--- src/shared/pmt_pkg.sv ---
// package for the period match timer: register map, fields, reset values
package pmt_pkg;
    // ----------------------------------------------------------------
    // register offsets
    // ----------------------------------------------------------------
    localparam logic [2:0] PMT_OFS_COUNT = 3'h0;
    localparam logic [2:0] PMT_OFS_PERIOD = 3'h1;
    localparam logic [2:0] PMT_OFS_CONTROL = 3'h2;
    localparam logic [2:0] PMT_OFS_FLAG = 3'h3;
    localparam logic [2:0] PMT_OFS_MASK = 3'h4;
    // ----------------------------------------------------------------
    // fields and reset values
    // ----------------------------------------------------------------
    localparam int PMT_PRE_LSB = 0;
    localparam int PMT_RUN_BIT = 2;
    localparam int PMT_POST_LSB = 3;
    localparam int PMT_FLAG_BIT = 1;
    localparam logic [7:0] PMT_CTRL_WMASK = 8'h7F;
    localparam logic [7:0] PMT_PERIOD_RST = 8'hFF;
    localparam logic [7:0] PMT_COUNT_RST = 8'h00;
    localparam logic [7:0] PMT_CTRL_RST = 8'h00;
    localparam logic [3:0] PMT_PRE_DIV4_LAST = 4'h3;
    localparam logic [3:0] PMT_PRE_DIV16_LAST = 4'hF;
    // ----------------------------------------------------------------
    // types
    // ----------------------------------------------------------------
    typedef struct packed {
        logic [3:0] post_sel;
        logic run;
        logic [1:0] pre_sel;
    } pmt_ctrl_s;
    typedef struct packed {
        logic [7:0] count;
        logic match;
    } pmt_tbase_s;
endpackage

--- src/hdl/pmt_timer.sv ---
// period match timer with prescaler, postscaler and flag register
//
// Added by the designer: the register offsets and the plain strobed port.
`timescale 1ns/10ps
// What this block does
// - 8-bit up-counter advanced by clk after the selected prescaler
// - prescale field bits 1..0: 00 divide 1, 01 divide 4, 1x divide 16
// - postscale field bits 6..3: value n gives ratio 1:(n+1)
// - matches feed 4-bit postscaler; at ratio, set period match flag bit 1
// - count equal to period returns to zero next increment; that is the match
// - period register is read/write and resets to FFh
// - count register is read/write and resets to zero
// - count write, control write or reset clears prescaler and postscaler
// - control write leaves count unchanged
// - control bit 2 runs the timer; clear stops it
// - count and match go out as PWM time base
// - control bit 7 ignores writes and reads zero
// - match before postscaler goes to serial port for shift clock
module pmt_timer (
    // clock and reset
    input wire logic clk,
    input wire logic rstn,
    // register port
    input wire logic [2:0] reg_addr,
    input wire logic [7:0] reg_wdata,
    input wire logic reg_wr,
    input wire logic reg_rd,
    output logic [7:0] reg_rdata,
    // time base and interrupt
    output pmt_pkg::pmt_tbase_s pwm_tbase,
    output logic serial_shift_tick,
    output logic irq
);
    import pmt_pkg::*;

    // ----------------------------------------------------------------
    // registers
    // ----------------------------------------------------------------
    logic [7:0] count_r;
    logic [7:0] period_r;
    pmt_ctrl_s ctrl_r;
    logic [3:0] pre_r;
    logic [3:0] post_r;
    logic [7:0] flag_r;
    logic [7:0] mask_r;
    logic [7:0] rdata_r;
    logic match_r;
    logic wr_count;
    logic wr_ctrl;
    logic tick;
    logic match_now;
    logic post_hit;

    // last prescaler value before an increment
    function automatic logic [3:0] pre_last(input logic [1:0] sel);
        if (sel == 2'b00) begin
            pre_last = 4'h0;
        end else if (sel == 2'b01) begin
            pre_last = PMT_PRE_DIV4_LAST;
        end else begin
            pre_last = PMT_PRE_DIV16_LAST;
        end
    endfunction

    // write decodes
    assign wr_count = reg_wr && (reg_addr == PMT_OFS_COUNT);
    assign wr_ctrl = reg_wr && (reg_addr == PMT_OFS_CONTROL);

    // increment tick and match detection
    assign tick = ctrl_r.run && (pre_r == pre_last(ctrl_r.pre_sel));
    // a count write in the same cycle wins over the wrap, so no match then
    assign match_now = tick && (count_r == period_r) && !wr_count;
    assign post_hit = match_now && (post_r == ctrl_r.post_sel);

    // ----------------------------------------------------------------
    // prescaler
    // ----------------------------------------------------------------
    always_ff @(posedge clk) begin
        if (!rstn || wr_count || wr_ctrl) begin
            pre_r <= 4'h0;
        end else if (tick) begin
            pre_r <= 4'h0;
        end else if (ctrl_r.run) begin
            pre_r <= pre_r + 4'h1;
        end
    end

    // ----------------------------------------------------------------
    // counter
    // ----------------------------------------------------------------
    always_ff @(posedge clk) begin
        if (!rstn) begin
            count_r <= PMT_COUNT_RST;
        end else if (wr_count) begin
            count_r <= reg_wdata;
        end else if (match_now) begin
            count_r <= 8'h00;
        end else if (tick) begin
            count_r <= count_r + 8'h01;
        end
    end

    // one-cycle match pulse, pre-postscaler
    always_ff @(posedge clk) begin
        if (!rstn) begin
            match_r <= 1'b0;
        end else begin
            match_r <= match_now;
        end
    end

    // ----------------------------------------------------------------
    // postscaler
    // ----------------------------------------------------------------
    always_ff @(posedge clk) begin
        if (!rstn || wr_count || wr_ctrl) begin
            post_r <= 4'h0;
        end else if (post_hit) begin
            post_r <= 4'h0;
        end else if (match_now) begin
            post_r <= post_r + 4'h1;
        end
    end

    // ----------------------------------------------------------------
    // period and control
    // ----------------------------------------------------------------
    always_ff @(posedge clk) begin
        if (!rstn) begin
            period_r <= PMT_PERIOD_RST;
        end else if (reg_wr && reg_addr == PMT_OFS_PERIOD) begin
            period_r <= reg_wdata;
        end
    end

    // control register; bit 7 is not stored
    always_ff @(posedge clk) begin
        if (!rstn) begin
            ctrl_r <= pmt_ctrl_s'(PMT_CTRL_RST[6:0]);
        end else if (wr_ctrl) begin
            ctrl_r <= pmt_ctrl_s'(reg_wdata[6:0] & PMT_CTRL_WMASK[6:0]);
        end
    end

    // ----------------------------------------------------------------
    // interrupt flag and mask
    // ----------------------------------------------------------------
    // sticky flag: set by the postscaler, cleared by writing a one
    always_ff @(posedge clk) begin
        if (!rstn) begin
            flag_r <= 8'h00;
        end else begin
            if (reg_wr && reg_addr == PMT_OFS_FLAG) begin
                flag_r <= flag_r & ~reg_wdata; // write one to clear
            end
            if (post_hit) begin
                flag_r[PMT_FLAG_BIT] <= 1'b1; // set wins
            end
        end
    end

    // interrupt mask; only the period match bit is kept
    always_ff @(posedge clk) begin
        if (!rstn) begin
            mask_r <= 8'h00;
        end else if (reg_wr && reg_addr == PMT_OFS_MASK) begin
            mask_r <= reg_wdata & 8'h02;
        end
    end

    // level interrupt while an unmasked flag is set
    assign irq = |(flag_r & mask_r);

    // ----------------------------------------------------------------
    // read port
    // ----------------------------------------------------------------
    always_ff @(posedge clk) begin
        if (!rstn) begin
            rdata_r <= 8'h00;
        end else if (reg_rd) begin
            unique case (reg_addr)
                PMT_OFS_COUNT: rdata_r <= count_r;
                PMT_OFS_PERIOD: rdata_r <= period_r;
                PMT_OFS_CONTROL: rdata_r <= {1'b0, ctrl_r};
                PMT_OFS_FLAG: rdata_r <= flag_r;
                PMT_OFS_MASK: rdata_r <= mask_r;
                default: rdata_r <= 8'h00;
            endcase
        end else begin
            rdata_r <= 8'h00;
        end
    end

    // outputs
    assign reg_rdata = rdata_r;
    assign pwm_tbase = '{count: count_r, match: match_r};
    assign serial_shift_tick = match_r;

    // ----------------------------------------------------------------
    // checks
    // ----------------------------------------------------------------
    property p_wrap;
        @(posedge clk) disable iff (!rstn)
        (tick && count_r == period_r && !wr_count) |=> (count_r == 8'h00 && match_r);
    endproperty
    a_wrap: assert property (p_wrap) else $error("count did not wrap at period");

    property p_inc;
        @(posedge clk) disable iff (!rstn)
        (tick && count_r != period_r && !wr_count) |=> count_r == $past(count_r) + 8'h01;
    endproperty
    a_inc: assert property (p_inc) else $error("count did not step");

    property p_hold;
        @(posedge clk) disable iff (!rstn)
        (!ctrl_r.run && !reg_wr) |=> ($stable(count_r) && $stable(post_r));
    endproperty
    a_hold: assert property (p_hold) else $error("stopped timer moved");

    property p_div4;
        @(posedge clk) disable iff (!rstn)
        (ctrl_r.pre_sel == 2'b01 && ctrl_r.run && tick && !reg_wr) ##1
            (ctrl_r.run && !reg_wr) [*3] |-> !tick;
    endproperty
    a_div4: assert property (p_div4) else $error("divide by 4 ticked early");

    property p_clr;
        @(posedge clk) disable iff (!rstn)
        (wr_count || wr_ctrl) |=> (pre_r == 4'h0 && post_r == 4'h0);
    endproperty
    a_clr: assert property (p_clr) else $error("scalers not cleared");

    property p_ctrl_keep;
        @(posedge clk) disable iff (!rstn)
        (wr_ctrl && !tick) |=> count_r == $past(count_r);
    endproperty
    a_ctrl_keep: assert property (p_ctrl_keep) else $error("control write moved count");

    property p_flag;
        @(posedge clk) disable iff (!rstn)
        post_hit |=> flag_r[PMT_FLAG_BIT];
    endproperty
    a_flag: assert property (p_flag) else $error("flag not set");

    property p_bit7;
        @(posedge clk) disable iff (!rstn)
        (reg_rd && reg_addr == PMT_OFS_CONTROL) |=> !reg_rdata[7];
    endproperty
    a_bit7: assert property (p_bit7) else $error("control bit 7 read one");

    property p_period_rst;
        @(posedge clk) !rstn |=> period_r == PMT_PERIOD_RST;
    endproperty
    a_period_rst: assert property (p_period_rst) else $error("period reset wrong");

    // ----------------------------------------------------------------
    // checks: prescale spacing
    // ----------------------------------------------------------------
    // cycles since the last increment or scaler clear, kept apart from pre_r
    logic [4:0] gap_r;
    always_ff @(posedge clk) begin
        if (!rstn || wr_count || wr_ctrl || tick) begin
            gap_r <= 5'h00;
        end else if (ctrl_r.run) begin
            gap_r <= gap_r + 5'h01;
        end
    end

    property p_div1;
        @(posedge clk) disable iff (!rstn)
        (ctrl_r.run && ctrl_r.pre_sel == 2'b00) |-> tick;
    endproperty
    a_div1: assert property (p_div1) else $error("divide by 1 missed a step");

    property p_div4_gap;
        @(posedge clk) disable iff (!rstn)
        (ctrl_r.run && ctrl_r.pre_sel == 2'b01 && tick) |-> gap_r == {1'b0, PMT_PRE_DIV4_LAST};
    endproperty
    a_div4_gap: assert property (p_div4_gap) else $error("divide by 4 spacing wrong");

    property p_div16_gap;
        @(posedge clk) disable iff (!rstn)
        (ctrl_r.run && ctrl_r.pre_sel[1] && tick) |-> gap_r == {1'b0, PMT_PRE_DIV16_LAST};
    endproperty
    a_div16_gap: assert property (p_div16_gap) else $error("divide by 16 ticked early");

    property p_div16_due;
        @(posedge clk) disable iff (!rstn)
        (ctrl_r.run && ctrl_r.pre_sel[1] && gap_r == {1'b0, PMT_PRE_DIV16_LAST}) |-> tick;
    endproperty
    a_div16_due: assert property (p_div16_due) else $error("divide by 16 ticked late");

    // ----------------------------------------------------------------
    // checks: postscaler and flag
    // ----------------------------------------------------------------

    property p_post_bound;
        @(posedge clk) disable iff (!rstn)
        post_r <= ctrl_r.post_sel;
    endproperty
    a_post_bound: assert property (p_post_bound) else $error("postscaler past ratio");

    property p_post_step;
        @(posedge clk) disable iff (!rstn)
        (match_now && !post_hit && !wr_ctrl) |=> post_r == $past(post_r) + 4'h1;
    endproperty
    a_post_step: assert property (p_post_step) else $error("postscaler did not step");

    property p_flag_keep;
        @(posedge clk) disable iff (!rstn)
        (flag_r[PMT_FLAG_BIT] && !(reg_wr && reg_addr == PMT_OFS_FLAG && reg_wdata[PMT_FLAG_BIT]))
            |=> flag_r[PMT_FLAG_BIT];
    endproperty
    a_flag_keep: assert property (p_flag_keep) else $error("flag dropped by itself");

    property p_flag_cause;
        @(posedge clk) disable iff (!rstn)
        (!flag_r[PMT_FLAG_BIT] && !post_hit) |=> !flag_r[PMT_FLAG_BIT];
    endproperty
    a_flag_cause: assert property (p_flag_cause) else $error("flag set without ratio");

    // ----------------------------------------------------------------
    // checks: register port and reset
    // ----------------------------------------------------------------

    property p_rd_idle;
        @(posedge clk) disable iff (!rstn)
        !reg_rd |=> reg_rdata == 8'h00;
    endproperty
    a_rd_idle: assert property (p_rd_idle) else $error("read data outside read cycle");

    property p_rd_count;
        @(posedge clk) disable iff (!rstn)
        (reg_rd && reg_addr == PMT_OFS_COUNT) |=> reg_rdata == $past(count_r);
    endproperty
    a_rd_count: assert property (p_rd_count) else $error("count read wrong");

    property p_rd_period;
        @(posedge clk) disable iff (!rstn)
        (reg_rd && reg_addr == PMT_OFS_PERIOD) |=> reg_rdata == $past(period_r);
    endproperty
    a_rd_period: assert property (p_rd_period) else $error("period read wrong");

    property p_wr_count;
        @(posedge clk) disable iff (!rstn)
        wr_count |=> count_r == $past(reg_wdata);
    endproperty
    a_wr_count: assert property (p_wr_count) else $error("count write lost");

    property p_wr_ctrl;
        @(posedge clk) disable iff (!rstn)
        wr_ctrl |=> {1'b0, ctrl_r} == ($past(reg_wdata) & PMT_CTRL_WMASK);
    endproperty
    a_wr_ctrl: assert property (p_wr_ctrl) else $error("control write wrong");

    property p_rst_scalers;
        @(posedge clk) !rstn |=> (count_r == PMT_COUNT_RST && pre_r == 4'h0 && post_r == 4'h0);
    endproperty
    a_rst_scalers: assert property (p_rst_scalers) else $error("reset left counts");
endmodule

--- config.mk ---
export PLATFORM = sky130hd
export DESIGN_NAME = pmt_timer
export DESIGN_NICKNAME = d
export VERILOG_FILES = /design/src/shared/pmt_pkg.sv /design/src/hdl/pmt_timer.sv
export SDC_FILE = /design/constraint.sdc
export NUM_CORES = 1
export LEC_CHECK = 0
export BUFFER_PORTS_ARGS = -buffer_cell sky130_fd_sc_hd__buf_4
export CAP_MARGIN = 40
export CORE_MARGIN = 10
export CORE_UTILIZATION = 60
export DETAILED_ROUTE_END_ITERATION = 8
export PLACE_DENSITY = 0.8
export SYNTH_ARGS = -nofsm -noshare
export SYNTH_HDL_FRONTEND = slang
export SYNTH_SLANG_ARGS = --single-unit
--- constraint.sdc ---
create_clock -name clk -period 4 [get_ports clk]
set_input_delay 0 -clock clk [delete_from_list [all_inputs] [get_ports clk]]
set_output_delay 0 -clock clk [all_outputs]
set_load 0.05 [all_outputs]
# --- Yosys cells after proc, flatten, opt, wreduce, memory -nomap -nowiden ---
# Index checks and enable logic that the tools add are counted.
op_classes:
  n_addsub: 3
  n_eq_ne: 8
  n_mux: 8
  bitwise_logic: 3
  n_reduce_logical: 21
ops:
  columns: ["operator", "count"]
  rows:
  - ["8-bit one-hot mux with 5 select lines", 1]
  - ["8-bit 2-to-1 mux", 3]
  - ["1-bit logical AND", 9]
  - ["4-bit by 1-bit adder with 4-bit output, second input constant", 2]
  - ["8-bit by 1-bit adder with 8-bit output, second input constant", 1]
  - ["8-bit by 2-bit AND with 8-bit output", 1]
  - ["8-bit AND", 1]
  - ["4-bit == test", 2]
  - ["8-bit == test", 1]
  - ["4-bit 2-to-1 mux", 2]
  - ["8-bit NOT", 1]
  - ["8-bit OR reduction", 1]
  - ["3-bit by 2-bit == test with 1-bit output, second input constant", 2]
  - ["2-bit OR reduction", 2]
  - ["3-bit by 1-bit == test with 1-bit output, second input constant", 1]
  - ["3-bit == test, second input constant", 1]
  - ["3-bit logical NOT", 1]
  - ["3-bit nonzero test", 1]
  - ["2-bit by 1-bit == test with 1-bit output, second input constant", 1]
  - ["1-bit logical NOT", 2]
  - ["2-bit logical NOT", 1]
  - ["1-bit logical OR", 2]
  - ["2-bit 2-to-1 mux", 1]
  - ["2-bit AND reduction", 1]
  - ["2 further kinds", 2]
totals:
  reg_bits: 49
  in_bits: 15
  out_inout_bits: 19
  wordCells: 55

# --- Logic depth before layout (Yosys ltp) ---
# Gate-level depths: netlist of the first run.
logic_depth:
  ltp_word: 9
  ltp_mapped: 7
  mapped_depth_nobuf: 6

# --- Worst setup path after synthesis of the first run ---
# Ideal clock, no wire load.
synth_timing:
  kind: "register to register"
  start: "reg count_r[0]"
  end: "reg post_r[3]"
  setup_time_ps: 70
  arrival_time_ps: 2078
  required_ps: 3930
  setup_slack_ps: 1851
  stages_incl_launch_ff: 6
  n_path_buf: 0
  period_less_slack_ps: 2149
  path_cell_list: "dfxtp_1 xnor2_4 nand4_4 a2111oi_4 or4b_1 a21oi_1"
synth_via:
  elab_chain_cells: 5
synth_lines:
  columns: ["element", "line_no", "rtl"]
  rows:
  - ["from (decl)", "pmt_timer.sv:39", "logic [7:0] count_r;"]
  - ["from (signal assigned)", "pmt_timer.sv:95", "count_r <= reg_wdata;"]
  - ["from (signal assigned)", "pmt_timer.sv:99", "count_r <= count_r + 8'h01;"]
  - ["8-bit == test *", "pmt_timer.sv:72", "assign match_now = tick && (count_r == period_r) && !wr_count;"]
  - ["1-bit logical AND * (2 in series)", "pmt_timer.sv:72", null]
  - ["1-bit logical AND", "pmt_timer.sv:73", "assign post_hit = match_now && (post_r == ctrl_r.post_sel);"]
  - ["2-bit OR reduction (no source line)", null, null]
  - ["to (signal assigned)", "pmt_timer.sv:121", "post_r <= post_r + 4'h1;"]
  - ["to (decl)", "pmt_timer.sv:43", "logic [3:0] post_r;"]
# Mark *: on every way between the ends. The rest lies on a longest branch, timed or not.
# A chain may end at the register's enable or synchronous reset.

# --- Final worst setup path of the first run ---
layout_timing:
  start: "reg count_r[4]"
  end: "reg post_r[3]"
# Same word-level chain as after synthesis.

==> results of run 1 <==
-- stage by stage --
stage                     hold slack, ns  util (%)  instances
after global placement             0.201      68.7        338
after detailed placement           0.204      68.8        339
after floorplan                   0.0870         -        269
after global routing              0.0220      73.2        356
after CTS                      0.0000199      73.2        355
final                           -0.00283      73.2        356
-- layer usage --
| metal | vias to the layer above | GRT usage [%] |
|---|---|---|
| met3 | 8 | 4.35 |
| met5 | - | 0 |
| li1 | 1033 | - |
| met1 | 1045 | 21.0 |
| met4 | 0 | 5.84 |
| met2 | 63 | 26.9 |
-- state kept, by name, summed over array words and instances, names as in the netlist --
register and count:
ctrl_r 7, flag_r 8, serial_shift_tick 1, post_r 4
period_r 8, mask_r 1, pre_r 4, count_r 8
reg_rdata 8
-- final cells by class --
type | count | area, um^2 | area share (%)
Timing Repair Buffer | 44 | 350 | 11.6
Inverter | 3 | 11.3 | 0.374
Sequential cell | 49 | 981 | 32.5
Antenna cell | 1 | 2.50 | 0.0830
Clock buffer | 6 | 82.6 | 2.74
Tap cell | 50 | 62.6 | 2.08
Multi-Input combinational cell | 202 | 1520 | 50.3
Clock inverter | 1 | 7.51 | 0.249
-- timing repair --
action	in CTS	in global routing
resized for setup	0	0
endpoints found under the hold margin	22	0
hold buffers	9	0
-- logic make-up after synthesis --
| kind of cell | after synthesis |
|---|---|
| mux | 18 |
| simple gates | 115 |
| buf+inv | 18 |
| fa+ha+maj | 3 |
| compound gates | 50 |
| xor+xnor | 16 |
| flops | 49 |
-- how the worst max path moves through the flow --
stage / start / endpoint / slack [ns] / cells after the start
final: count_r[4]$_SDFFE_PN0P_ / post_r[3]$_SDFFE_PP0N_ / 2.01 / 5
after detailed placement: count_r[0]$_SDFFE_PN0P_ / post_r[3]$_SDFFE_PP0N_ / 2.03 / 5
after global routing: count_r[4]$_SDFFE_PN0P_ / post_r[3]$_SDFFE_PP0N_ / 1.87 / 5
after CTS: count_r[4]$_SDFFE_PN0P_ / post_r[3]$_SDFFE_PP0N_ / 2.02 / 5
after floorplan: count_r[0]$_SDFFE_PN0P_ / post_r[3]$_SDFFE_PP0N_ / 1.85 / 5
after global placement: count_r[0]$_SDFFE_PN0P_ / post_r[3]$_SDFFE_PP0N_ / 2.09 / 5
-- cells in the mapped netlist, drive strengths merged, types with 2 or more instances --
master and count:
o221a 2, and2 3, a21oi 10, buf 6, nand3b 2, nor2 13, a21boi 2, clkbuf 9
nand4 3, dfxtp 49, nor2b 15, o21ai 13, a31oi 6, xnor2 10, and3 5, nor3 6
mux4 7, o41ai 3, nand2 39, xor2 6, nand2b 2, mux2i 11, inv 3, ha 3
or2 3, nand3 14, o31ai 3, o21a 3, or4b 2, nor3b 2
-- tightest hold or removal path, cell delays in order --
cell and delay [ns]:
buf_4 0.12, nand3_1 0.07, a21oi_1 0.06
-- report_power, final --
part	leakage [nW]	internal, mW	switching (mW)
Sequential	0.397	0.497	0.0144
Clock	0.0433	0.137	0.159
Combinational	0.772	0.0572	0.0671
Total	1.21	0.691	0.241
==> impl_results.md, run 1 <==
- Status: finished, violations left
- Failing checks: hold timing
- Most frequent cells in the layout: 49 x dfxtp_1, 38 x nand2_1, 34 x buf_4
- Worst-Margin Slew: roughly 0.84 ns
- VDD IR-drop max: 0.215 mV
- DRC: 0
- Via density: 6.04
- FF-to-FF Start: count_r[4]$_SDFFE_PN0P_
- Post-synth cell types: 61
- Slew headroom: between 40 and 50%
- DP Worst Slack: 2.03 ns
- DP HPWL: approximately 4.4 mm
- Final setup margin: 2.01 ns
- # fillers: around 330
- Largest family of logic cells by synthesized area: simple AND/OR/NAND/NOR gates
- Power, Total: around 930 uW
- RSZ-0062 raised after global routing: no
- Number of antenna violations at the first check in global routing: 1
- Post-CTS Setup Inserts: 0
- Routed wire per std cell: between 15 and 20 um
- Max-cap violations: 0
- Top layer used by detailed routing: met4
- CP delay by family, top: simple AND/OR/NAND/NOR gates
- Mapped cell area: 2610 um^2
- Simple-gate area share of the yosys netlist: 24.8%
- Synth top area share: between 30% and 40%
- Port bufs: 33
- Total number of vias: 2149
- Met3 WL: about 460 um
- Global-route usage over all layers: 16.7%
- Seq/Total Area, Yosys: a little under two fifths
- Mux contribution to synthesized area: 10.2%
- Hold Path Class: in2reg
- CORE AREA: slightly above 4000 um^2
- Crit end category: register
- Share of layout cells above drive strength 1: between 20% and 30%
- Final hold vios: 1
- R2R cell count: 5
- Crit Path Class: reg2reg
- Largest net degree at the start of global routing: 39
- Clock Sinks: between 40 and 50
- Post-synth top flop: dfxtp_1
- CTS tree: done
- CTS max path bufs: 2
- Max Fclk: about 0.50 GHz
- Synth Register Bits: between 40 and 50
- Fin area: between 3000 and 4000 um^2
- Worst path bufs/invs: 0
- Leakage: roughly 1.2 nW
- Clock latency at the later pin of the worst-skew pair: 0.30 ns
- Die ar.: about 7400 um^2
- Routability Congestion: roughly 0.94
- Initial DRC Count: about 250
- Synth Area in Adders: 1.44%
- Mean Syn Cell Area: ~9.7 um^2
- Hold slack: -0.00283 ns
- Setup violations, final: 0
- Die H: around 86 um
- Clk_skew: 0.00990 ns
- WP data required: around 4.2 ns
- Hold_sp: reg_addr[2]
- Fin crit share: slightly below 50%
- Area delta synth->final: 15.4%
- Pre-antenna DRT Iters: 4
- Fin crit period: between 1.5 and 2 ns
- Clk root buf: clkbuf_8
- Initial core utilization: between 60% and 70%
- Flop2flop setup slack: a little over 2 ns
- Io pins: 34
- Commonest non-fill, non-tap cell in the layout: dfxtp_1
- Post-synth EDFFs: 0
- WP data arrival: roughly 2.2 ns
- Compound-gate portion of the synthesized area: ~14%
- WL met1: between 2 and 3 mm
- FP Rows: 23
- Vias in the first global route: slightly above 2000
- Total Neg Setup Slack: 0 ns
- Total Wirelength: 6.21 mm
- PwrDens: a little over 300 nW/um^2
- Final Slew Violations: 0
- Reg clk slew, reported paths: about 0.090 ns
- Syn Nets: ~290
- Synth Instances: around 270
- WHS Path Cells: 3
- Gr ovfl total: 0
- Cts bufs inserted: 5
- Crit path largest cell delay: 0.48 ns
- Critical Path Source Type: register
- XOR/XNOR Fraction of Synth Area: under 10%
- Antenna-violating nets left: 0
- Slowest CP cell: dfxtp_1
- Dpl cell area: 2830 um^2
- Top cells by area, synth: dfxtp_1 38%, mux4_2 6.0%, nand2_1 5.5%
- Async SR Flop Fraction: 0%
- Hold worst-path end: reg_rdata[1]$_SDFF_PN0_
- Die width: approximately 86 um
- CP cell instances: xnor2_1 -> nand4_2 -> a2111oi_4 -> or4b_1 -> a21oi_1
- H-Tree Depth: 2
- Reg-to-reg endpoint: post_r[3]$_SDFFE_PP0N_
- Max Fanout on Critical Path: 8
- Wire length on met2: roughly 3.0 mm
- Area leader, netlist: dfxtp_1
- Final net count: approximately 320
- Global-route wire length before repair: just over 10 mm
- Yosys warning total: 0
Power figures use the tool's default switching activity.
==> run 2: changes to the inputs <==
CORE_UTILIZATION = 57   (was 60)
PLACE_DENSITY = 0.77   (was 0.8)
clock period = 1.84 ns   (was 4 ns; I/O delays follow)
==> run 2 against run 1 <==
  * Setup slack lost 2.0 ns
  * Critical path depth is the same
  * Clock skew decreased by 0.0014 ns
  * Sequential share of layout area decreased by 1.7 points
  * Die area rose by 4.0%
  * Non-clock buffer count up 21
  * Core utilization up 2.0 points
  * Fmax increased by 12%
  * Design area rose by 9.5%
  * Critical path type unchanged
  * Wire length grew 12%
  * Critical endpoint is now reg_rdata[1]$_SDFF_PN0_
  * The flow now finishes without violations
  * First-iteration DRC count is 23% lower
  * Largest cell class unchanged
  * Largest power group unchanged
  * Cell count increased by 6.5%
==> impl_results.md, run 2 (same netlist as run 1, synthesis figures left out) <==
- Status: finished clean
- Final hold vios: 0
- Gr ovfl total: 0
- VDD IR-drop max: approximately 0.43 mV
- Final Slew Violations: 0
- H-Tree Depth: 2
- Crit Path Class: reg2reg
- Global-route wire length before repair: about 11 mm
- Die ar.: 7690 um^2
- Hold Path Class: in2reg
- Pre-antenna DRT Iters: 5
- Routability Congestion: roughly 0.88
- Global-route usage over all layers: between 10% and 20%
- CORE AREA: about 4400 um^2
- Power, Total: approximately 2.2 mW
- Number of antenna violations at the first check in global routing: 0
- Die width: between 80 and 90 um
- Clk network pwr share: between 30% and 40%
- Cts bufs inserted: 5
- Sequential share of power: 50.0%
- Final net count: roughly 340
- Max Fclk: around 0.56 GHz
- Clock Sinks: 49
- Max-cap violations: 0
- Antenna cells: 0
- Max Fanout on Critical Path: 5
- CTS max path bufs: 2
- Io pins: 34
- Combinational power share: between 10% and 20%
- Clk root buf: clkbuf_8
- Share of layout cells above drive strength 1: 34.6%
- Routed wire per std cell: 18.4 um
- DP HPWL: around 4.8 mm
- Worst-Margin Slew: 0.550 ns
- Antenna-violating nets left: 0
- Area delta synth->final: 26.3%
- PwrDens: around 670 nW/um^2
- Clock latency at the later pin of the worst-skew pair: 0.30 ns
- Setup violations, final: 0
- WP data arrival: 1.97 ns
- CTS tree: done
- Reg clk slew, reported paths: around 0.090 ns
- Total Wirelength: around 7.0 mm
- Dpl cell area: ~3000 um^2
- Switching Share: 24.9%
- WP data required: ~2.0 ns
- Commonest non-fill, non-tap cell in the layout: buf_4
- Most frequent cells in the layout: 55 x buf_4, 38 x nand2_1, 34 x dfxtp_1
- Via density: approximately 6
- Clk_skew: 0.00851 ns
- Initial DRC Count: 189
- Critical Path Source Type: register
- Die H: a little under 90 um
- Slew headroom: between 60% and 70%
- Port bufs: 33
- DRC: 0
- Final core occ: 75.3%
- Largest net degree at the start of global routing: 39
- Initial core utilization: 59.6%
- Vias in the first global route: 2195
- Fin crit period: 1.78 ns
- Fin area: around 3300 um^2
- Fin cells: roughly 380
- Dpl cells: 359
- Pint: between 1.5 and 2 mW
- FP Rows: 24
- Leakage: around 1.4 nW
- Fin crit share: 96.7%
- Crit end category: register
- P_sw: around 550 uW
- Total number of vias: ~2300
## run 2: final cells by class
class	instances	area, um^2
multi-input cells	202	1570
fillers	306	1080
flip-flops and latches	49	1020
repair buffers	65	513
clock buffers	6	82.6
well taps	52	65.1
clock inverters	2	37.5
inverters	3	11.3
## run 2: what timing repair did
action                     CTS  global route
setup buffers                1             1
hold endpoints to repair    23             0
setup endpoints to repair    1             6
hold buffers                10             0
gates resized for setup      0            17
pin swaps                    1             4
## run 2: worst max-delay path, stage by stage, from the launching register on
cell	delay [ns]
dfxtp_4	0.36
buf_4	0.15
mux4_2	0.46
nand2b_1	0.09
a21oi_1	0.05
dlygate4sd3_1	0.55
## run 2: routing by layer
metal  vias to the layer above  global-route usage, %  part of all wire (%)
met1                      1071                   22.6                    42
met3                        11                   3.81                   7.7
met4                         0                   5.65                   1.6
li1                       1082                      -                     -
met5                         -                      0                     0
met2                       103                   29.5                    49
## run 2: final timing paths
| check | slack [ns] | from | depth (start not counted) | end |
|---|---|---|---|---|
| setup / recovery | 0.06 | count_r[1]$_SDFFE_PN0P_ | 5 | reg_rdata[1]$_SDFF_PN0_ |
| hold reg to reg | 0.43 | flag_r[4]$_SDFFE_PN0P_ | 2 | flag_r[4]$_SDFFE_PN0P_ |
| setup reg to reg | 0.06 | count_r[1]$_SDFFE_PN0P_ | 5 | reg_rdata[1]$_SDFF_PN0_ |
| hold / removal | 0.07 | rstn | 2 | period_r[5]$_SDFFE_PN1P_ |
## run 2: power by group through the flow
stage	combinational [mW]	clock [mW]	sequential, mW
2_1_floorplan	0.149	0	1.16
3_3_place_gp	0.273	0	1.12
3_5_place_dp	0.276	0	1.12
4_1_cts	0.293	0.814	1.10
5_1_grt	0.324	0.863	1.11
6_report	0.302	0.802	1.10
## run 2: stage by stage
| step | hold slack [ns] | setup slack (ns) | setup TNS [ns] |
|---|---|---|---|
| floorplan | 0.0870 | 0.00810 | 0 |
| global placement | 0.196 | 0.0596 | 0 |
| detailed placement | 0.200 | 0.0214 | 0 |
| CTS | 0.0618 | 0.00781 | 0 |
| global route | 0.0777 | -0.00295 | -0.00295 |
| finish | 0.0695 | 0.0611 | 0 |
==> run 3: changes to the inputs <==
CORE_UTILIZATION = 60   (was 57)
PLACE_DENSITY = 0.8   (was 0.77)
clock period = 2.25 ns   (was 1.84 ns; I/O delays follow)
==> run 3 against run 2 <==
  * Core utilization is 1.3 points lower
  * First-iteration DRC count rose by 38%
  * Register-to-register slack improved by 0.17 ns
  * Hold slack gained 0.0040 ns
  * Sequential share of layout area is 1.3 points higher
  * Design area down 7.7%
  * Global-route usage up 0.74 points
  * Clock power down 37%
  * Count of clock-buffer cells in the layout stayed put
  * Critical endpoint is now post_r[3]$_SDFFE_PP0N_
  * Largest cell class unchanged
==> impl_results.md, run 3 (same netlist as run 1, synthesis figures left out) <==
- Status: finished clean
- P_sw: roughly 430 uW
- Hold Path Class: in2reg
- Gr ovfl total: 0
- Final hold vios: 0
- Multi-input logic area: between 1500 and 2000 um^2
- # fillers: between 300 and 400
- Pre-antenna DRT Iters: 5
- Clock Sinks: a little under 50
- Clk network pwr share: 30.6%
- Total Wirelength: 6.62 mm
- FP Rows: 23
- Cts bufs inserted: 5
- WHS Path Cells: 2
- Share of layout cells above drive strength 1: a little under a quarter
- Die H: roughly 86 um
- Largest net degree at the start of global routing: 39
- Vias in the first global route: about 2200
- R2R cell count: 5
- Hold_sp: rstn
- CTS max path bufs: 2
- WP data arrival: around 2.3 ns
- Final Slew Violations: 0
- Area delta synth->final: 16.6%
- Initial DRC Count: between 200 and 300
- GRT Max-Usage Layer: met2
- Global-route wire length before repair: 11.2 mm
- Crit Path Class: reg2reg
- Fin area: slightly above 3000 um^2
- Worst-Margin Slew: 0.673 ns
- Met2 usage: between 20 and 30%
- Max Fanout on Critical Path: 8
- Max-cap violations: 0
- Port bufs: 33
- H-Tree Depth: 2
- Global-route usage over all layers: 18.6%
- VDD IR-drop max: between 0.4 and 0.5 mV
- Die width: roughly 86 um
- Routed wire per std cell: between 15 and 20 um
- Global Route met3 Usage: 6.24%
- Crit end category: register
- Fin crit period: about 2.0 ns
- Total Neg Setup Slack: 0 ns
- DRC: 0
- Slew headroom: around 55%
- Pint: approximately 1.2 mW
- Reg-to-reg endpoint: post_r[3]$_SDFFE_PP0N_
- Seq. cell area: about 980 um^2
- Hold worst-path end: period_r[6]$_SDFFE_PN1P_
- RSZ-0062 raised after global routing: no
- Crit path from: count_r[4]$_SDFFE_PN0P_
- Combinational power share: between 10% and 20%
- Io pins: 34
- Initial core utilization: between 60% and 70%
- Clock latency at the later pin of the worst-skew pair: about 0.3 ns
- Antenna-violating nets left: 0
- Clk_skew: 0.00786 ns
- CORE AREA: just over 4000 um^2
- Final net count: 328
- FF-to-FF Start: count_r[4]$_SDFFE_PN0P_
- Sequential share of power: a little under three fifths
- Dpl cell area: around 2900 um^2
- Reg clk slew, reported paths: 0.09 ns
- Via density: between 6 and 7
- Commonest non-fill, non-tap cell in the layout: dfxtp_1
- Max Fclk: 0.495 GHz
- Setup violations, final: 0
- Flop2flop setup slack: 0.23 ns
- Switching Share: around a quarter
- Routability Congestion: 0.898
- Most frequent cells in the layout: 49 x dfxtp_1, 39 x buf_4, 38 x nand2_1
- Fin crit share: 89.8%
- Clk root buf: clkbuf_8
- Die ar.: approximately 7400 um^2
- Leakage: 1.24 nW
- DP HPWL: ~4.6 mm
- Grt met1 use: between 20% and 30%
- PwrDens: approximately 540 nW/um^2
- Post-CTS Setup Inserts: 0
- Number of antenna violations at the first check in global routing: 0
- Antenna cells: 0
- Critical Path Source Type: register
- WP data required: roughly 2.5 ns
- Total number of vias: ~2200
- CTS tree: done
## run 3: cell types whose count changed in the layout (fill, tap and decap cells not counted), sizes merged
| cell | previous run | this run |
|---|---|---|
| buf | 55 | 39 |
| clkinvlp | 1 | 0 |
| clkinv | 0 | 2 |
| bufinv | 1 | 0 |
## run 3: worst max path at each step
stage | depth (start not counted) | end | slack, ns
after floorplan | 5 | post_r[3]$_SDFFE_PP0N_ | 0.10
after global placement | 5 | post_r[3]$_SDFFE_PP0N_ | 0.33
after detailed placement | 5 | post_r[3]$_SDFFE_PP0N_ | 0.26
after CTS | 5 | post_r[3]$_SDFFE_PP0N_ | 0.24
after global routing | 5 | post_r[3]$_SDFFE_PP0N_ | 0.02
final | 5 | post_r[3]$_SDFFE_PP0N_ | 0.23
## run 3: per-layer routing
layer	up-vias	share of wire, %
met4	0	1.0
li1	1045	-
met5	-	0
met1	1045	45
met3	7	7.1
met2	73	46
## run 3: area by class of cell
| type | count | area share, % |
|---|---|---|
| timing repair buffer | 49 | 12.9 |
| sequential | 49 | 32.2 |
| clock buffer | 6 | 2.38 |
| tap | 50 | 2.05 |
| clock inverter | 2 | 0.329 |
| inverter | 3 | 0.370 |
| multi-input combinational | 202 | 49.8 |
## run 3: per-stage QoR
| step | hold slack [ns] | setup WS, ns | std cells | power [mW] | util, % |
|---|---|---|---|---|---|
| 6_report | 0.0735 | 0.229 | 361 | 1.64 | 74.0 |
| 5_1_grt | 0.0782 | 0.0205 | 361 | 1.70 | 74.0 |
| 4_1_cts | 0.0700 | 0.241 | 361 | 1.64 | 74.0 |
| 3_5_place_dp | 0.202 | 0.260 | 343 | 1.14 | 69.6 |
| 3_3_place_gp | 0.200 | 0.332 | 343 | 1.14 | 69.6 |
| 2_1_floorplan | 0.0870 | 0.101 | 269 | 1.07 | - |
## run 3: repair_timing
item,in CTS,in global routing
resized for setup,0,0
endpoints found under the hold margin,23,0
hold buffers,10,0
## run 3: critical path: stages (launching register included)
cell       delay, ns
dfxtp_1         0.49
xnor2_1         0.17
nand4_2         0.24
a2111oi_4       0.43
or4b_1          0.47
a21oi_1         0.15
## run 3: power by group through the flow
stage,logic (mW),clock network (mW),registers (mW)
floorplan,0.122,0,0.952
global placement,0.213,0,0.927
detailed placement,0.215,0,0.928
CTS,0.229,0.503,0.907
global route,0.248,0.543,0.911
finish,0.229,0.502,0.908
